===== config.mk =====
export PLATFORM = sky130hd
export DESIGN_NAME = xbc_ext_bus_unit
export DESIGN_NICKNAME = d
export VERILOG_FILES = /design/src/logic/xbc_pkg.sv /design/src/logic/xbc_ext_bus_unit.sv /design/src/logic/xbc_window_decode.sv
export SDC_FILE = /design/constraint.sdc
export NUM_CORES = 1
export LEC_CHECK = 0
export BUFFER_PORTS_ARGS = -buffer_cell sky130_fd_sc_hd__buf_2
export CORE_MARGIN = 3
export CORE_UTILIZATION = 51
export DETAILED_ROUTE_END_ITERATION = 10
export PLACE_DENSITY = 0.82
export RECOVER_POWER = 100
export SYNTH_ARGS = -nofsm -noshare
export SYNTH_HDL_FRONTEND = slang
export SYNTH_SLANG_ARGS = --single-unit
export TNS_END_PERCENT = 1

===== constraint.sdc =====
create_clock -name clk -period 4.97 [get_ports clk]
set_clock_uncertainty 0.1 [all_clocks]
set_input_delay 0.2485 -clock clk [delete_from_list [all_inputs] [get_ports clk]]
set_output_delay 0.2485 -clock clk [all_outputs]
set_load 0.01 [all_outputs]

===== src/logic/xbc_pkg.sv =====
// Shared constants for the external bus unit: widths, configuration field
// layout, address space codes and timing counts.
// Assumes a single 125 MHz clock that is also the CPU clock.
package xbc_pkg;

    // ------------------------------------------------------------------
    // Widths
    // ------------------------------------------------------------------
    localparam int ADDR_W = 24;
    localparam int DATA_W = 16;
    localparam int BYTE_W = 8;
    localparam int SEG_W = 8;
    localparam int WIN_N = 4;
    localparam int CS_W = 5;
    localparam int CFG_W = 16;
    localparam int PAGE_W = 12;
    localparam int PAGE_SHIFT = 12;
    localparam int CNT_W = 4;
    localparam int SYNC_W = 19;

    // ------------------------------------------------------------------
    // Bus configuration word fields
    // ------------------------------------------------------------------
    localparam int CFG_MUX_BIT = 0;
    localparam int CFG_WIDE_BIT = 1;
    localparam int CFG_WAIT_LSB = 2;
    localparam int CFG_TRI_BIT = 6;
    localparam int CFG_ALE_BIT = 7;
    localparam int CFG_RWDLY_BIT = 8;
    localparam int CFG_RDYEN_BIT = 9;
    localparam int CFG_READY_POLARITY_BIT = 10;
    localparam int CFG_ENABLE_BIT = 11;

    // ------------------------------------------------------------------
    // Address space restriction and segment line masks
    // ------------------------------------------------------------------
    localparam logic [1:0] SPACE_16M = 2'h0;
    localparam logic [1:0] SPACE_1M = 2'h1;
    localparam logic [1:0] SPACE_256K = 2'h2;
    localparam logic [1:0] SPACE_64K = 2'h3;
    localparam logic [SEG_W-1:0] SEG_MASK_16M = 8'hff;
    localparam logic [SEG_W-1:0] SEG_MASK_1M = 8'h0f;
    localparam logic [SEG_W-1:0] SEG_MASK_256K = 8'h03;
    localparam logic [SEG_W-1:0] SEG_MASK_64K = 8'h00;

    // ------------------------------------------------------------------
    // Timing
    // ------------------------------------------------------------------
    localparam int CLK_PERIOD_NS = 8;
    localparam int CS_DELAY_NS = CLK_PERIOD_NS / 2;
    localparam int CS_DELAY_RAW = (CS_DELAY_NS + CLK_PERIOD_NS - 1) / CLK_PERIOD_NS;
    localparam int CS_DELAY_CYC = (CS_DELAY_RAW < 1) ? 1 : CS_DELAY_RAW;
    localparam logic [CNT_W-1:0] ONE_CYC = 4'h1;
    localparam logic [CNT_W-1:0] ZERO_CYC = 4'h0;

    typedef enum logic [2:0] {
        ST_IDLE = 3'h0,
        ST_ADDR = 3'h1,
        ST_STROBE = 3'h2,
        ST_TRI = 3'h3,
        ST_HOLD = 3'h4
    } xbc_state_t;

endpackage : xbc_pkg


===== src/logic/xbc_ext_bus_unit.sv =====
// External bus unit: runs CPU accesses on external memory and peripherals,
// with windowed bus configurations, chip selects and hold arbitration.
// Assumes the CPU holds its request until done, and pins feed the bus pins.
//
// Operation
// - Single chip mode refuses external accesses; otherwise external modes apply.
// - Each window selects multiplexed or not and 8- or 16-bit data; the address space is set for all windows.
// - Demultiplexed: address on address port, data on data port, low byte when 8-bit.
// - Multiplexed: data port carries address phase then data phase.
// - Cycle time, tri-state time, ALE length and strobe delay are programmable.
// - Four address windows, each with range and configuration.
// - Window four beats three, window two beats one on overlap.
// - Addresses outside every window use the default configuration.
// - Five active-low chip selects: one per window plus default.
// - Ready polarity per window; enabled cycles end on the active ready level.
// - Arbitration enable hands request, acknowledge and hold pins to this unit.
// - After reset the unit is arbitration master driving the acknowledge pin.
// - Request pin direction one selects slave mode; acknowledge becomes input.
// - Address space 16M, 1M, 256K or 64K drives 8, 4, 2 or 0 segment lines.
// - By default chip selects change one CPU clock after ALE rises, half a clock rounded up.
// - With the timing bit set chip selects change with ALE rising.
module xbc_ext_bus_unit
    import xbc_pkg::*;
(
    input wire logic clk,
    input wire logic reset,
    input wire logic cpu_req,
    input wire logic cpu_write,
    input wire logic [ADDR_W-1:0] cpu_addr,
    input wire logic [DATA_W-1:0] cpu_wdata,
    output logic [DATA_W-1:0] cpu_rdata,
    output logic cpu_done,
    output logic cpu_error,
    input wire logic single_chip,
    input wire logic [1:0] addr_space,
    input wire logic chip_select_timing_bit,
    input wire logic arbitration_enable,
    input wire logic request_pin_direction,
    input wire logic [WIN_N-1:0][ADDR_W-1:0] window_range_select,
    input wire logic [WIN_N-1:0][CFG_W-1:0] window_bus_config,
    input wire logic [CFG_W-1:0] default_bus_config,
    input wire logic [DATA_W-1:0] data_port_in,
    output logic [DATA_W-1:0] data_port_out,
    output logic [1:0] data_port_oe,
    output logic [DATA_W-1:0] address_port_out,
    output logic address_port_oe,
    output logic [SEG_W-1:0] segment_out,
    output logic ale,
    output logic rd_n,
    output logic wr_n,
    output logic [CS_W-1:0] chip_select_lines_n,
    output logic control_oe,
    input wire logic ready_pin,
    input wire logic hold_n,
    output logic bus_request_pin_n,
    input wire logic hold_ack_pin_in_n,
    output logic hold_ack_pin_out_n,
    output logic hold_ack_pin_oe,
    output logic bus_held
);

    // ------------------------------------------------------------------
    // Declarations
    // ------------------------------------------------------------------
    xbc_state_t state;
    logic [SYNC_W-1:0] sync_a;
    logic [SYNC_W-1:0] sync_b;
    logic [DATA_W-1:0] data_sync;
    logic ready_sync;
    logic hold_sync_n;
    logic ack_sync_n;
    logic [CFG_W-1:0] dec_config;
    logic [CS_W-1:0] dec_cs;
    logic [CFG_W-1:0] cfg;
    logic [CS_W-1:0] cs_sel;
    logic cs_pending;
    logic wr_cycle;
    logic [DATA_W-1:0] wdata;
    logic [CNT_W-1:0] cnt;
    logic strobe_dly;
    logic arb_master;
    logic arb_slave;
    logic hold_wanted;
    logic [SEG_W-1:0] seg_mask;

    // Data is synchronised too, so wait states must cover two extra cycles.
    always_ff @(posedge clk or posedge reset) begin
        if (reset) begin
            sync_a <= '0;
            sync_b <= '0;
        end else begin
            sync_a <= {ready_pin, hold_n, hold_ack_pin_in_n, data_port_in};
            sync_b <= sync_a;
        end
    end

    assign data_sync = sync_b[DATA_W-1:0];
    assign ack_sync_n = sync_b[DATA_W];
    assign hold_sync_n = sync_b[DATA_W+1];
    assign ready_sync = sync_b[DATA_W+2];

    xbc_window_decode u_decode (
        .addr(cpu_addr),
        .window_range_select(window_range_select),
        .window_bus_config(window_bus_config),
        .default_bus_config(default_bus_config),
        .sel_config(dec_config),
        .sel_cs(dec_cs)
    );

    // ------------------------------------------------------------------
    // Arbitration role and address space
    // ------------------------------------------------------------------
    assign arb_master = arbitration_enable && !request_pin_direction;
    assign arb_slave = arbitration_enable && request_pin_direction;
    assign hold_wanted = (arb_master && !hold_sync_n) || (arb_slave && ack_sync_n);

    always_comb begin
        case (addr_space)
            SPACE_16M: seg_mask = SEG_MASK_16M;
            SPACE_1M: seg_mask = SEG_MASK_1M;
            SPACE_256K: seg_mask = SEG_MASK_256K;
            SPACE_64K: seg_mask = SEG_MASK_64K;
            default: seg_mask = SEG_MASK_64K;
        endcase
    end

    // The acknowledge pin direction follows the role at all times.
    always_ff @(posedge clk or posedge reset) begin
        if (reset) begin
            hold_ack_pin_oe <= 1'b1;
        end else begin
            hold_ack_pin_oe <= !arb_slave;
        end
    end

    // ------------------------------------------------------------------
    // Bus cycle sequencer
    // ------------------------------------------------------------------
    always_ff @(posedge clk or posedge reset) begin
        if (reset) begin
            state <= ST_IDLE;
            cfg <= '0;
            cs_sel <= '0;
            cs_pending <= 1'b0;
            wr_cycle <= 1'b0;
            wdata <= '0;
            cnt <= ZERO_CYC;
            strobe_dly <= 1'b0;
            cpu_rdata <= '0;
            cpu_done <= 1'b0;
            cpu_error <= 1'b0;
            data_port_out <= '0;
            data_port_oe <= 2'h0;
            address_port_out <= '0;
            address_port_oe <= 1'b1;
            segment_out <= '0;
            ale <= 1'b0;
            rd_n <= 1'b1;
            wr_n <= 1'b1;
            chip_select_lines_n <= '1;
            control_oe <= 1'b1;
            bus_request_pin_n <= 1'b1;
            hold_ack_pin_out_n <= 1'b1;
            bus_held <= 1'b0;
        end else begin
            cpu_done <= 1'b0;
            cpu_error <= 1'b0;
            case (state)
                ST_IDLE: begin
                    if (hold_wanted) begin
                        // Hold is only entered between cycles, never inside one.
                        state <= ST_HOLD;
                        address_port_oe <= 1'b0;
                        control_oe <= 1'b0;
                        data_port_oe <= 2'h0;
                        bus_held <= 1'b1;
                        hold_ack_pin_out_n <= !arb_master;
                        bus_request_pin_n <= !(arb_slave && cpu_req);
                    end else if (cpu_req && single_chip) begin
                        cpu_done <= 1'b1;
                        cpu_error <= 1'b1;
                    end else if (cpu_req && !cpu_done) begin
                        state <= ST_ADDR;
                        cfg <= dec_config;
                        cs_sel <= dec_cs;
                        wr_cycle <= cpu_write;
                        wdata <= cpu_wdata;
                        ale <= 1'b1;
                        segment_out <= cpu_addr[ADDR_W-1:DATA_W] & seg_mask;
                        cnt <= dec_config[CFG_ALE_BIT] ? ONE_CYC : ZERO_CYC;
                        if (dec_config[CFG_MUX_BIT]) begin
                            data_port_out <= cpu_addr[DATA_W-1:0];
                            data_port_oe <= 2'h3;
                        end else begin
                            address_port_out <= cpu_addr[DATA_W-1:0];
                        end
                        if (chip_select_timing_bit) begin
                            chip_select_lines_n <= ~dec_cs;
                        end else begin
                            cs_pending <= 1'b1;
                        end
                    end
                end
                ST_ADDR: begin
                    if (cs_pending) begin
                        // Half a CPU clock rounds up to one whole clock here.
                        chip_select_lines_n <= ~cs_sel;
                        cs_pending <= 1'b0;
                    end
                    if (cnt != ZERO_CYC) begin
                        cnt <= cnt - ONE_CYC;
                    end else begin
                        state <= ST_STROBE;
                        ale <= 1'b0;
                        cnt <= cfg[CFG_WAIT_LSB +: CNT_W];
                        strobe_dly <= cfg[CFG_RWDLY_BIT];
                        if (!cfg[CFG_RWDLY_BIT]) begin
                            rd_n <= wr_cycle;
                            wr_n <= !wr_cycle;
                        end
                        if (wr_cycle) begin
                            data_port_out <= wdata;
                            data_port_oe <= {cfg[CFG_WIDE_BIT], 1'b1};
                        end else begin
                            data_port_oe <= 2'h0;
                        end
                    end
                end
                ST_STROBE: begin
                    if (strobe_dly) begin
                        strobe_dly <= 1'b0;
                        rd_n <= wr_cycle;
                        wr_n <= !wr_cycle;
                    end else if (cnt != ZERO_CYC) begin
                        cnt <= cnt - ONE_CYC;
                    end else if (cfg[CFG_RDYEN_BIT]
                                 && (ready_sync != cfg[CFG_READY_POLARITY_BIT])) begin
                        state <= ST_STROBE;
                    end else begin
                        state <= ST_TRI;
                        rd_n <= 1'b1;
                        wr_n <= 1'b1;
                        chip_select_lines_n <= '1;
                        data_port_oe <= 2'h0;
                        cpu_done <= 1'b1;
                        if (!wr_cycle) begin
                            cpu_rdata <= cfg[CFG_WIDE_BIT] ? data_sync
                                       : {{BYTE_W{1'b0}}, data_sync[BYTE_W-1:0]};
                        end
                        cnt <= cfg[CFG_TRI_BIT] ? ONE_CYC : ZERO_CYC;
                    end
                end
                ST_TRI: begin
                    if (cnt != ZERO_CYC) begin
                        cnt <= cnt - ONE_CYC;
                    end else begin
                        state <= ST_IDLE;
                    end
                end
                ST_HOLD: begin
                    bus_request_pin_n <= !(arb_slave && cpu_req);
                    if (!hold_wanted) begin
                        // Resume only once the other master has let go.
                        state <= ST_IDLE;
                        address_port_oe <= 1'b1;
                        control_oe <= 1'b1;
                        bus_held <= 1'b0;
                        hold_ack_pin_out_n <= 1'b1;
                    end
                end
                default: begin
                    state <= ST_IDLE;
                end
            endcase
        end
    end

endmodule : xbc_ext_bus_unit


===== src/logic/xbc_window_decode.sv =====
// Address window decoder: picks the bus configuration and chip select
// for an address.
// Assumes the range and configuration inputs are stable while decoding.
module xbc_window_decode
    import xbc_pkg::*;
(
    input wire logic [ADDR_W-1:0] addr,
    input wire logic [WIN_N-1:0][ADDR_W-1:0] window_range_select,
    input wire logic [WIN_N-1:0][CFG_W-1:0] window_bus_config,
    input wire logic [CFG_W-1:0] default_bus_config,
    output logic [CFG_W-1:0] sel_config,
    output logic [CS_W-1:0] sel_cs
);

    // Range word: upper half is the first 4 KB page, lower half the last.
    function automatic logic in_window(input logic [ADDR_W-1:0] a,
                                       input logic [ADDR_W-1:0] range,
                                       input logic [CFG_W-1:0] cfg);
        logic [PAGE_W-1:0] page;
        page = a[ADDR_W-1:PAGE_SHIFT];
        in_window = cfg[CFG_ENABLE_BIT] && (page >= range[ADDR_W-1:PAGE_W])
                    && (page <= range[PAGE_W-1:0]);
    endfunction : in_window

    logic [WIN_N-1:0] hit;

    // ------------------------------------------------------------------
    // Window hits
    // ------------------------------------------------------------------
    generate
        for (genvar w = 0; w < WIN_N; w++) begin : g_hit
            assign hit[w] = in_window(addr, window_range_select[w], window_bus_config[w]);
        end
    endgenerate

    // Higher windows are visited last so they override lower ones.
    always_comb begin
        sel_config = default_bus_config;
        sel_cs = 5'h01;
        for (int w = 0; w < WIN_N; w++) begin
            if (hit[w]) begin
                sel_config = window_bus_config[w];
                sel_cs = CS_W'(5'h02 << w);
            end
        end
    end

endmodule : xbc_window_decode


==> results.json <==
{
  "drc_errors": 0,
  "hold_depth": 3,
  "fmax_mhz": 224,
  "whs_ns": 0.0282,
  "critPathMaxStageDelay_ns": 0.55,
  "finalNetCount": 1579,
  "std_cell_rows": 47,
  "path_cells": "dlygate4sd3_1 -> clkbuf_1 -> inv_1 -> ha_1 -> nand2b_4 -> a2111oi_4 -> o221ai_1 -> a22o_1 -> and2_4 -> or3_4 -> a32oi_1 -> nand3_2 -> mux2_1",
  "io_pins": 319,
  "clock_latency_ns": 0.42,
  "vias": 7895,
  "arrival_ns": 4.66,
  "setup_viol": 0,
  "crit_slowest_cell": "mux2_1",
  "crit_end": "address_port_out[0]",
  "drt-pass1-iter-count": 5,
  "yosys_warnings": 0,
  "maxSlewHeadroom_pct": -175,
  "drive_gt1_share_pct": 25.4,
  "vias_per_cell": 5.37,
  "violations": "capacitance limit, slew limit",
  "fin_crit_sh_pct": 89.9,
  "cts_root_buf": "clkbuf_16",
  "syn2layout_area_growth_pct": 29.2,
  "syn-instance-count": 898,
  "initial_utilization_pct": 52.5,
  "die_y_um": 137,
  "antenna_found_initial": 1,
  "worst_pin_slew_ns": 4.12,
  "period_minus_slack_ns": 4.47,
  "hpwl_um": 18500,
  "cp.required_ns": 5.16,
  "final_antenna_net_count": 0,
  "cts_max_level": 4,
  "portBuffers": 297,
  "synthFlopType": "dfrtp_1",
  "synth.avg_cell_area_um2": 9.81,
  "drt-initial-drc-count": 435,
  "die_area_um2": 18900,
  "rsz0062_at_grt": "false",
  "p_leak_nw": 5.90,
  "yosysSeqAreaShare_pct": 43.1,
  "p_per_area_nw_per_um2": 457,
  "ys_ff_latch": 151,
  "synthesis.area_um2": 8810,
  "path_max_fanout": 22,
  "fillCellCount": 1325,
  "crit_type": "in2reg",
  "clk_pin_slew_ns": 0.07,
  "synth_nets": 1240,
  "ys_types": 67,
  "clockBufferDepth": 2,
  "cts_sinks": 151,
  "grt_pass1_vias": 8130,
  "hp-class": "in2reg",
  "worst_setup_path_end_kind": "flip-flop",
  "postCtsSetupRepairBufs": 0,
  "ir_worst_vdd_uv": 344,
  "fin_setup_tns_ns": 0,
  "status": "complete, but fails checks",
  "place_congestion": 0.838,
  "async_flop_share_pct": 100,
  "hold_viol_final": 0,
  "r2r-start": "sync_b[16]",
  "avgRoutedWirePerCell_um": 17.5,
  "grt_overflow": 0,
  "reg2reg_depth": 7,
  "grt_pass1_wl_um": 39800,
  "core_um2": 16800,
  "drv_slew": 114,
  "timing.rr.end": "cfg[10]",
  "routed_wl_um": 25800,
  "cp-start-kind": "primary input",
  "tritoncts": "yes",
  "rrSetupSlack_ns": 0.96,
  "numCtsBuffers": 17,
  "cp-startpoint": "cpu_addr[12]",
  "grt_max_degree": 114,
  "synth-edff-count": 0,
  "grtUsageTotal_pct": 27.2,
  "die_x_um": 137,
  "drv_cap": 1
}
==> placed cells by master (no fill, tap or decap), drive strengths merged, types with 11 or more instances in the layout <==
master       Yosys  routed
o21ai           42      42
inv            102     110
nand3           14      14
mux2i           14      14
dfstp           11      11
a21o            11      11
nor3            15      15
clkbuf          25      92
a211oi          14      14
ha              97      97
dfrtp          140     140
dlygate4sd3      0      51
mux2            59      59
nand4           18      18
a21oi           71      71
buf              7     226
nor2            57      57
nand2          111     111
==> sequential cells by signal, summed over array words and instances, names as in the netlist, 2 cells and up <==
register	count
cnt	4
cs_sel	5
cfg	9
wdata	16
chip_select_lines_n	5
sync_a	19
data_port_out	16
segment_out	8
sync_b	19
address_port_out	16
data_port_oe	2
cpu_rdata	16
state	3
==> cells in the mapped netlist (2+ instances only) <==
library cell	instances	share of area, %
buf_1	3	0.13
a31oi_1	5	0.36
a22o_1	3	0.30
clkbuf_1	25	1.1
nor2b_1	6	0.43
o211ai_1	5	0.43
o41ai_1	2	0.20
nand2b_1	8	0.57
a22oi_1	2	0.17
nor4_1	3	0.21
or3_1	3	0.21
nor2_1	57	2.4
a211o_1	3	0.30
and2_1	2	0.14
nand2_1	111	4.7
o21ai_0	41	2.3
mux2_2	40	5.1
nand4_1	18	1.3
a31o_2	2	0.20
mux2_4	19	3.2
dfrtp_1	140	40
a311oi_1	2	0.20
nor3_1	15	0.85
o22ai_1	3	0.21
nand3b_1	2	0.17
ha_1	97	14
o21a_1	4	0.34
o31ai_1	6	0.51
a211oi_1	13	1.1
a21o_1	11	0.94
buf_6	2	0.26
and3_1	4	0.28
mux2i_1	14	1.6
dfstp_2	11	3.3
a21oi_1	71	4.0
inv_1	102	4.3
nand3_1	13	0.74
==> where the power goes <==
group          internal (mW)  switching, mW
clock                  0.677          0.608
combinational          0.813           1.10
sequential              1.68          0.316
==> what timing repair did <==
item,CTS,global route
hold buffers,51,0
hold endpoints to repair,50,0
resized for setup,0,0
==> cell families after synthesis <==
logic type                 count (synthesis)  synth area share (%)
buffers and inverters                    134                  5.94
muxes                                     73                  9.95
adders and majority gates                 97                  13.8
DFF                                      151                  43.1
and+or+nand+nor                          251                  13.2
xor gates and xnor gates                   2                 0.199
AOI/OAI and AO/OA                        190                  13.8
==> how the worst min path moves through the flow <==
stage | endpoint | slack (ns) | start
after floorplan | sync_a[0] | 0.18 | data_port_in[0]
after CTS | data_port_out[4] | 0.0002 | reset
final | segment_out[2] | 0.03 | addr_space[1]
after global routing | cpu_error | 0.03 | single_chip
after global placement | sync_b[12] | 0.23 | sync_a[12]
after detailed placement | sync_b[11] | 0.23 | sync_a[11]
==> area by class of cell <==
cell class                 count  area [um2]  area share (%)
antenna                        1        2.50          0.0220
clock buffer                  17         425            3.74
clock inverter                15         173            1.52
inverter                     102         383            3.37
multi-input combinational    613        4390            38.6
sequential                   151        3790            33.3
tap                          220         275            2.42
timing repair buffer         352        1930            17.0
==> through the flow <==
stage	std cells	worst slack (ns)	util, %	instance area (um2)	total power [mW]
finish	1471	0.504	67.9	11400	5.20
global route	1471	0.238	67.9	11400	5.52
CTS	1470	0.551	69.1	11600	5.35
detailed placement	1387	0.673	62.5	10500	4.02
global placement	1387	0.733	62.5	10500	3.92
floorplan	898	0.575	-	8810	3.30
==> per-layer routing <==
metal	up-vias	wire, um	track usage [%]
met3	74	1680	6.03
met5	-	0	0
met2	319	13300	49.1
met1	3693	9770	30.8
li1	3809	-	-
met4	0	1080	11.5
==> critical path, delay by kind of cell <==
family	cells	cell delay [ns]
buf+inv	3	1.01
simple gates	4	1.26
fa+ha+maj	1	0.32
compound gates	4	1.26
mux	1	0.55
No activity file was read; power rests on OpenSTA's default activity.
